## config.mk

```make
export PLATFORM = sky130hd
export DESIGN_NAME = asram_ctrl
export DESIGN_NICKNAME = d
export VERILOG_FILES = /design/src/asram_pkg.sv /design/src/asram_ctrl.sv /design/src/asram_sync.sv
export VERILOG_INCLUDE_DIRS = /design/src
export SDC_FILE = /design/constraint.sdc
export NUM_CORES = 1
export LEC_CHECK = 0
export BUFFER_PORTS_ARGS = -buffer_cell sky130_fd_sc_hd__buf_2
export CAP_MARGIN = 20
export CORE_MARGIN = 8
export CORE_UTILIZATION = 54
export DETAILED_ROUTE_END_ITERATION = 10
export PLACE_DENSITY = 0.83
export SLEW_MARGIN = 25
export SYNTH_ARGS = -nofsm -noshare
export SYNTH_HDL_FRONTEND = slang
export SYNTH_SLANG_ARGS = --single-unit
```

## constraint.sdc

```tcl
create_clock -name clk_sys_in -period 4.1 [get_ports clk_sys_in]
set_clock_uncertainty 0.15 [all_clocks]
set_input_delay 0.615 -clock clk_sys_in [delete_from_list [all_inputs] [get_ports clk_sys_in]]
set_output_delay 0.615 -clock clk_sys_in [all_outputs]
set_load 0.02 [all_outputs]
```

## src/asram_regs.svh

```systemverilog
// Constants for the host end of a 1K x 4 asynchronous static memory.
// Assumes a 25 ns system clock; figures are for the slowest speed grade.
`ifndef ASRAM_REGS_SVH
`define ASRAM_REGS_SVH

// ************************************************************
// Pin widths
// ************************************************************
`define ASRAM_ADDR_W 10
`define ASRAM_DATA_W 4

// ************************************************************
// Timing in ns
// ************************************************************
`define ASRAM_CLK_NS 25
`define ASRAM_T_ACC_NS 45
`define ASRAM_T_HZ_NS 20
`define ASRAM_T_WP_NS 35
`define ASRAM_T_CW_NS 30
`define ASRAM_T_DW_NS 15

// ************************************************************
// Timing in clock cycles, least times rounded up
// ************************************************************
`define ASRAM_SYNC_CYC 2
`define ASRAM_ACC_CYC ((`ASRAM_T_ACC_NS + `ASRAM_CLK_NS - 1) / `ASRAM_CLK_NS)
`define ASRAM_RD_CYC (`ASRAM_ACC_CYC + `ASRAM_SYNC_CYC)
`define ASRAM_HZ_CYC ((`ASRAM_T_HZ_NS + `ASRAM_CLK_NS - 1) / `ASRAM_CLK_NS)
`define ASRAM_WR_CYC ((`ASRAM_T_WP_NS + `ASRAM_CLK_NS - 1) / `ASRAM_CLK_NS)

// ************************************************************
// Reset values of the pins
// ************************************************************
`define ASRAM_RST_CE_N 1'h1
`define ASRAM_RST_WE_N 1'h1

`endif

```

## src/asram_pkg.sv

```systemverilog
// Types shared by the static memory host controller.
// Assumes asram_regs.svh is on the include path.
`include "asram_regs.svh"

package asram_pkg;
	typedef logic [`ASRAM_ADDR_W-1:0] asram_addr_type;
	typedef logic [`ASRAM_DATA_W-1:0] asram_data_type;
	typedef logic [2:0] asram_cnt_type;
	typedef enum logic [2:0] {
		ASRAM_IDLE = 3'b000,
		ASRAM_READ = 3'b001,
		ASRAM_WRITE = 3'b010,
		ASRAM_WEND = 3'b011,
		ASRAM_TURN = 3'b100
	} asram_state_type;
endpackage : asram_pkg

```

## src/asram_ctrl.sv

```systemverilog
// Host controller driving a 1K x 4 asynchronous static memory over its pins.
// Assumes one memory on the shared data lines; user requests on clk_sys_in.
`timescale 1ns/1ps
`default_nettype none

module asram_ctrl (
	// Clock and reset
	input wire logic clk_sys_in,
	input wire logic nrst_in,
	// User request
	input wire logic req_in,
	input wire logic write_in,
	input wire asram_pkg::asram_addr_type addr_in,
	input wire asram_pkg::asram_data_type wdata_in,
	output logic ready_out,
	// User answer
	output asram_pkg::asram_data_type rdata_out,
	output logic rvalid_out,
	// Memory pins
	output logic chip_sel_n_out,
	output logic write_strobe_n_out,
	output asram_pkg::asram_addr_type cell_sel_lines_out,
	output asram_pkg::asram_data_type mem_data_out,
	output logic mem_data_oe_out,
	input wire asram_pkg::asram_data_type mem_data_in
);
	import asram_pkg::*;

	// ************************************************************
	// State
	// ************************************************************
	asram_state_type state, next_state;
	asram_cnt_type cnt, next_cnt;
	logic next_chip_sel_n, next_write_strobe_n, next_mem_data_oe, next_rvalid;
	asram_addr_type next_cell_sel_lines;
	asram_data_type next_mem_data, next_rdata, data_sync;

	// ************************************************************
	// Pin input synchroniser
	// ************************************************************
	asram_sync #(
		.W(`ASRAM_DATA_W)
	) u_data_sync (
		.clk_sys_in(clk_sys_in),
		.nrst_in(nrst_in),
		.d_in(mem_data_in),
		.q_out(data_sync)
	);

	assign ready_out = (state == ASRAM_IDLE);

	// ************************************************************
	// Sequencer
	// ************************************************************
	always_comb begin
		next_state = state;
		next_cnt = cnt;
		next_chip_sel_n = chip_sel_n_out;
		next_write_strobe_n = write_strobe_n_out;
		next_cell_sel_lines = cell_sel_lines_out;
		next_mem_data = mem_data_out;
		next_mem_data_oe = mem_data_oe_out;
		next_rdata = rdata_out;
		next_rvalid = 1'h0;
		unique case (state)
			ASRAM_IDLE: begin
				next_cnt = 3'h0;
				if (req_in) begin
					next_cell_sel_lines = addr_in;
					next_chip_sel_n = 1'h0;
					if (write_in) begin
						// Both strobes fall together so the memory never drives
						next_write_strobe_n = 1'h0;
						next_mem_data = wdata_in;
						next_mem_data_oe = 1'h1;
						next_state = ASRAM_WRITE;
					end else begin
						next_write_strobe_n = 1'h1;
						next_state = ASRAM_READ;
					end
				end
			end
			ASRAM_READ: begin
				// Extra cycles cover the pin synchroniser
				if (cnt == 3'(`ASRAM_RD_CYC - 1)) begin
					next_rdata = data_sync;
					next_rvalid = 1'h1;
					next_chip_sel_n = 1'h1;
					next_cnt = 3'h0;
					next_state = ASRAM_TURN;
				end else begin
					next_cnt = cnt + 3'h1;
				end
			end
			ASRAM_WRITE: begin
				if (cnt == 3'(`ASRAM_WR_CYC - 1)) begin
					next_chip_sel_n = 1'h1;
					next_write_strobe_n = 1'h1;
					next_state = ASRAM_WEND;
				end else begin
					next_cnt = cnt + 3'h1;
				end
			end
			ASRAM_WEND: begin
				// Data held one cycle past the end of write
				next_mem_data_oe = 1'h0;
				next_state = ASRAM_IDLE;
			end
			ASRAM_TURN: begin
				// Memory may still drive the lines after deselect
				if (cnt == 3'(`ASRAM_HZ_CYC - 1)) begin
					next_state = ASRAM_IDLE;
				end else begin
					next_cnt = cnt + 3'h1;
				end
			end
			default: begin
				next_chip_sel_n = 1'h1;
				next_write_strobe_n = 1'h1;
				next_mem_data_oe = 1'h0;
				next_state = ASRAM_IDLE;
			end
		endcase
	end

	always_ff @(posedge clk_sys_in or negedge nrst_in) begin
		if (!nrst_in) begin
			state <= ASRAM_IDLE;
			cnt <= 3'h0;
			chip_sel_n_out <= `ASRAM_RST_CE_N;
			write_strobe_n_out <= `ASRAM_RST_WE_N;
			cell_sel_lines_out <= '0;
			mem_data_out <= '0;
			mem_data_oe_out <= 1'h0;
			rdata_out <= '0;
			rvalid_out <= 1'h0;
		end else begin
			state <= next_state;
			cnt <= next_cnt;
			chip_sel_n_out <= next_chip_sel_n;
			write_strobe_n_out <= next_write_strobe_n;
			cell_sel_lines_out <= next_cell_sel_lines;
			mem_data_out <= next_mem_data;
			mem_data_oe_out <= next_mem_data_oe;
			rdata_out <= next_rdata;
			rvalid_out <= next_rvalid;
		end
	end
endmodule : asram_ctrl

`default_nettype wire

```

## src/asram_sync.sv

```systemverilog
// Two-stage synchroniser for a bus of pin inputs.
// Assumes the bus changes rarely relative to the clock or is sampled when settled.
`timescale 1ns/1ps
`default_nettype none

module asram_sync #(
	parameter int W = 4
) (
	// Clock and reset
	input wire logic clk_sys_in,
	input wire logic nrst_in,
	// Data
	input wire logic [W-1:0] d_in,
	output logic [W-1:0] q_out
);
	logic [W-1:0] meta;

	// First stage feeds only the second
	always_ff @(posedge clk_sys_in or negedge nrst_in) begin
		if (!nrst_in) begin
			meta <= '0;
			q_out <= '0;
		end else begin
			meta <= d_in;
			q_out <= meta;
		end
	end
endmodule : asram_sync

`default_nettype wire

```

==> results of run 1 <==
[cell families (layout without fill, tap and decap cells)]
logic type | Yosys count | after routing
xor+xnor | 1 | 1
fa+ha+maj | 6 | 6
simple gates | 21 | 21
flops | 36 | 36
mux | 18 | 18
compound gates | 20 | 20
buf+inv | 13 | 58
[flip-flops by register name (all words and copies together) (netlist names)]
name                count
cell_sel_lines_out     10
mem_data_out            4
rdata_out               4
u_data_sync.meta        4
u_data_sync.q_out       4
cnt                     3
state                   3
chip_sel_n_out          1
mem_data_oe_out         1
rvalid_out              1
write_strobe_n_out      1
[how the worst min path moves through the flow]
stage                   startpoint                    end
6_report                   nrst_in               state[1]
5_1_grt             mem_data_in[0]    u_data_sync.meta[0]
4_1_cts                    nrst_in           rdata_out[1]
3_5_place_dp   u_data_sync.meta[3]   u_data_sync.q_out[3]
3_3_place_gp   u_data_sync.meta[1]   u_data_sync.q_out[1]
2_1_floorplan              nrst_in  cell_sel_lines_out[0]
[cell type report]
type	instances	area [um^2]	area share
Inverter	6	22.5	0.0124
Timing Repair Buffer	44	220	0.121
Multi-Input combinational cell	66	552	0.304
Clock buffer	5	37.5	0.0207
Clock inverter	3	42.5	0.0234
Sequential cell	36	903	0.497
Tap cell	31	38.8	0.0213
[placed cells by master (no fill, tap or decap), types with 2 or more instances in the layout]
master	n
buf_2	44
nand3_1	4
ha_1	5
dfrtp_1	34
o21ai_0	2
mux2_2	17
o31ai_1	4
and3_1	2
nor2_1	3
a211o_1	2
a22o_1	2
clkbuf_4	5
a21oi_1	6
inv_1	6
dfstp_2	2
nor3_1	4
[worst register-to-register path, stage by stage (launching register included)]
cell and delay, ns:
dfrtp_1 0.55, inv_1 0.21, nand2_1 0.13, nor3_4 0.40, mux2_2 0.40
[per-layer routing]
layer  vias to the layer above  GRT usage  wire, um
li1                        490          -         -
met1                       506      0.129      1130
met2                        31      0.209      1470
met3                         5     0.0615       198
met4                         0     0.0683        51
met5                         -          0         0
[through the flow]
stage	utilization	setup WS, ns	instance area, um^2	hold slack, ns
after global routing	0.670	1.83	1820	0.185
after CTS	0.670	1.90	1820	0.196
after global placement	0.641	2.21	1740	0.181
after detailed placement	0.641	2.13	1740	0.186
after floorplan	-	2.29	1520	0.169
final	0.670	1.92	1820	0.177
[power by group through the flow]
stage                     combinational [uW]  sequential [uW]  clock, uW
after floorplan                          311              677          0
after global placement                   541              593          0
after detailed placement                 560              604          0
after CTS                                562              596        254
after global routing                     595              616        268
final                                    550              595        246
==> results.json, run 1 <==
{
  "groute.usage.overall": 0.127,
  "worst-path-max-fanout": 18,
  "core_um2": 2710,
  "synth_compound_area_frac": 0.0881,
  "cap_violations": 0,
  "dieArea_um2": 4770,
  "clock_sinks": 36,
  "path_buf_inv": 1,
  "syn-cell-area_um2": 1520,
  "htreeDepth": 2,
  "setup_tns_ns": 0,
  "timing.fmax_mhz": 459,
  "place_hpwl_um": 2170,
  "switching_share": 0.387,
  "clkLatencyLatePin_ns": 0.34,
  "route.detailed.drc": 0,
  "final_nets": 186,
  "fin_cells": 191,
  "drt_iter0_drc": 106,
  "rsz0062_at_grt": "false",
  "cp-start-kind": "flop",
  "synth.area.top_cells": "dfrtp_1 56%, mux2_2 13%, ha_1 4.1%",
  "synth_seq_cells": 36,
  "worst_pin_slew_ns": 0.753,
  "routabilityCongestion": 0.798,
  "vias_per_cell": 5.40,
  "endpoint_kind": "output pin",
  "synth_area_leader_cell": "dfrtp_1",
  "hold_class": "primary input to async pin",
  "place.port_buffers": 44,
  "reg2reg_slack_ns": 2.14,
  "worstPathRequired_ns": 3.34,
  "async_flop_share": 1.00,
  "combPwrFrac": 0.395,
  "initial_utilization": 0.561,
  "startpoint": "state[1]",
  "rows": 19,
  "wl_um": 2850,
  "synth_fa_ha_area_frac": 0.0477,
  "postCtsHoldBufs": 0,
  "synth.distinct_cells": 34,
  "drive_gt1_frac": 0.469,
  "clockRootBuffer": "clkbuf_4",
  "setup_viol": 0,
  "globalRouteOverflowTotal": 0,
  "slew_viol_final": 0,
  "pwr-share-seq": 0.428,
  "cts_made_buffers": 5,
  "drt_pass1_iterations": 4,
  "r2r-end": "cell_sel_lines_out[8]",
  "crit_chain": "nor3_2 > buf_2",
  "max-vdd-ir-drop_mv": 0.579,
  "synth_commonest_cells": "34 x dfrtp_1, 17 x mux2_2, 6 x a21oi_1, 6 x inv_1, 5 x ha_1",
  "synth_most_common_cell": "dfrtp_1",
  "cts_buffer_depth": 2,
  "synth_nets": 142,
  "ys_seq_area_frac": 0.594,
  "r2r-start": "state[2]",
  "cts.clk_slew.worst_paths_ns": 0.11,
  "cts_tree": "done",
  "p_int_uw": 852,
  "cp-endpoint": "ready_out",
  "cp_data_arrival_time_ns": 1.41,
  "grt_start_max_net_pins": 37,
  "synth_edf_count": 0,
  "synth_flop_cell": "dfrtp_1",
  "dr_total_vias": 1032,
  "dp.cells": 183,
  "syn2layout_area_growth_pct": 19.5,
  "cpMaxStageDelayCell": "dfrtp_1",
  "postCtsSetupBuffers": 0,
  "timing.final.crit_share": 0.531,
  "slew_headroom": 0.498,
  "clkPwrFrac": 0.177,
  "cp_num_cells": 2,
  "cts_resized": 0,
  "die_w_um": 69.1,
  "grt_pass1_vias": 1153,
  "reg2regPathDepth": 4,
  "yosys.area_share.simple": 0.0881,
  "status": "complete, no violations",
  "syn_area_per_cell_um2": 13.2,
  "die_h_um": 69.1,
  "yosysTopAreaCellShare": 0.560,
  "synthMuxAreaShare": 0.133,
  "grt_pass1_wl_um": 5020,
  "n_antenna_cell": 0,
  "cpPeakStageDelay_ns": 0.61,
  "path_class": "flop to output pin",
  "synth_xor_xnor_area_share": 0.00576,
  "drt.antenna.violating_nets": 0,
  "routedWlPerCell_um": 14.9,
  "hold_violations": 0,
  "finalPower_uw": 1390,
  "io_pins": 45,
  "cellPowerDensity_nw_per_um2": 765,
  "fillers": 203,
  "fin_crit_ns": 2.18,
  "p_leak_uw": 0.000873,
  "synth_top_family_by_area": "multiplexers",
  "crit_family": "flip-flops",
  "switchingPower_uw": 538,
  "syn_inst": 115,
  "ys_warn_count": 0,
  "antenna_found_initial": 0
}
No activity file was read; power rests on OpenSTA's default activity.
==> run 2: changes to the inputs <==
- CORE_UTILIZATION: 54 -> 45
- PLACE_DENSITY: 0.83 -> 0.74
- clock period: 4.1 -> 1.9 ns (I/O delays scaled with it)
==> results.json, run 2 (synthesis gave the netlist of run 1 again) <==
{
  "cts.clk_slew.worst_paths_ns": 0.11,
  "cp_data_arrival_time_ns": 1.90,
  "rows": 21,
  "cts_buffer_depth": 2,
  "die_w_um": 74.1,
  "hold_violations": 0,
  "seq_area_um2": 903,
  "crit_chain": "ha_2 > ha_4 > or4b_1 > o21ai_2 > nand3_1 > o21ai_0",
  "slew_viol_final": 0,
  "routedWlPerCell_um": 14.8,
  "die_h_um": 74.1,
  "largest_reg_flops": 10,
  "route.detailed.drc": 0,
  "p_leak_uw": 0.000928,
  "place_hpwl_um": 2380,
  "hold_class": "primary input to flop",
  "grt_pass1_wl_um": 5380,
  "drt_iter0_drc": 46,
  "cpPeakStageDelay_ns": 0.49,
  "pwr-share-seq": 0.402,
  "syn2layout_area_growth_pct": 29.2,
  "p_int_uw": 1900,
  "final_cell_mix": "44 x buf_2, 34 x dfrtp_1, 17 x mux2_2",
  "io_pins": 45,
  "postLayoutCoreUtil": 0.598,
  "finalPower_uw": 3100,
  "path_class": "flop to flop",
  "timing.final.crit_share": 0.943,
  "clockRootBuffer": "clkbuf_4",
  "crit_family": "simple AND/OR/NAND/NOR gates",
  "htreeDepth": 2,
  "initial_utilization": 0.463,
  "clock_sinks": 36,
  "dieArea_um2": 5490,
  "grt_pass1_vias": 1182,
  "rsz0062_at_grt": "false",
  "grt_start_max_net_pins": 20,
  "drt.antenna.violating_nets": 0,
  "worst-path-max-fanout": 5,
  "max-vdd-ir-drop_mv": 0.897,
  "fin_crit_ns": 1.79,
  "routabilityCongestion": 0.870,
  "fillers": 281,
  "worstPathRequired_ns": 2.01,
  "core_um2": 3280,
  "setup_tns_ns": 0,
  "final_nets": 197,
  "postCtsSetupBuffers": 0,
  "timing.fmax_mhz": 558,
  "vias_per_cell": 5.01,
  "slew_headroom": 0.708,
  "cp-start-kind": "flop",
  "status": "complete, no violations",
  "largest_register": "cell_sel_lines_out",
  "setup_viol": 0,
  "globalRouteOverflowTotal": 0,
  "switching_share": 0.388,
  "switchingPower_uw": 1200,
  "antenna_found_initial": 0,
  "dr_total_vias": 1088,
  "worst_pin_slew_ns": 0.438,
  "path_buf_inv": 0,
  "cpMaxStageDelayCell": "or4b_1",
  "drive_gt1_frac": 0.485,
  "final_common_cell": "buf_2",
  "drt_pass1_iterations": 4,
  "n_antenna_cell": 0,
  "clkPwrFrac": 0.171,
  "endpoint_kind": "flop",
  "reg2reg_slack_ns": 0.11,
  "combPwrFrac": 0.427,
  "clkLatencyLatePin_ns": 0.33,
  "cellPowerDensity_nw_per_um2": 1580,
  "cts_made_buffers": 5,
  "groute.usage.overall": 0.130,
  "cap_violations": 0,
  "wl_um": 3210,
  "multi_input_area_um2": 571,
  "place.port_buffers": 44,
  "cts_tree": "done"
}
==> run 2: cell count changes in the layout (fill, tap and decap cells not counted), sizes merged <==
cell | previous run | this run
buf | 44 | 49
dlygate4sd3 | 0 | 6
==> run 2: path summary, 6_finish.rpt <==
path | startpoint | to | cells past startpoint
hold / removal | addr_in[1] | cell_sel_lines_out[1] | 2
setup / recovery | cnt[0] | cnt[1] | 6
min in group asynchronous | nrst_in | mem_data_oe_out | 2
max in group asynchronous | nrst_in | rvalid_out | 3
setup reg to reg | cnt[0] | cnt[1] | 6
hold reg to reg | u_data_sync.meta[0] | u_data_sync.q_out[0] | 0
==> run 2: power groups by stage <==
stage | logic, uW | clock network, uW | registers (uW)
floorplan | 671 | 0 | 1460
global placement | 1260 | 0 | 1240
detailed placement | 1310 | 0 | 1260
CTS | 1320 | 550 | 1250
global route | 1440 | 580 | 1290
finish | 1320 | 530 | 1250
==> run 2: through the flow <==
stage | hold WS, ns | setup slack, ns | area (um^2) | std cells
after global placement | 0.0937 | 0.125 | 1810 | 203
after detailed placement | 0.106 | 0.0176 | 1810 | 203
after CTS | 0.000717 | 0.0341 | 1940 | 216
after global routing | 0.000921 | 0.0148 | 1960 | 217
final | 0.0162 | 0.108 | 1960 | 217
after floorplan | -0.161 | 0.0863 | 1520 | 115
==> run 2: metal layers <==
layer	global-route usage	wire (um)	vias to the layer above
met1	0.139	1280	523
met2	0.211	1630	39
met3	0.0593	219	8
met5	0	0	-
met4	0.0665	77	0
li1	-	-	518
==> run 2: final cells by class <==
cell class,count,share of cell area
Inverter,6,0.0115
Multi-Input combinational cell,66,0.290
Clock inverter,3,0.0217
Timing Repair Buffer,55,0.168
Tap cell,46,0.0293
Sequential cell,36,0.460
Clock buffer,5,0.0191
==> run 2: worst reg2reg max path, cell delays in order, from the launching register on <==
cell and delay (ns):
dfrtp_1 0.42, ha_2 0.22, ha_4 0.18, or4b_1 0.49
o21ai_2 0.09, nand3_1 0.08, o21ai_0 0.09
==> run 2: timing repair <==
action,in CTS,in global routing
gates resized for setup,1,3
hold buffers,5,1
setup endpoints to repair,2,2
hold endpoints to repair,19,1
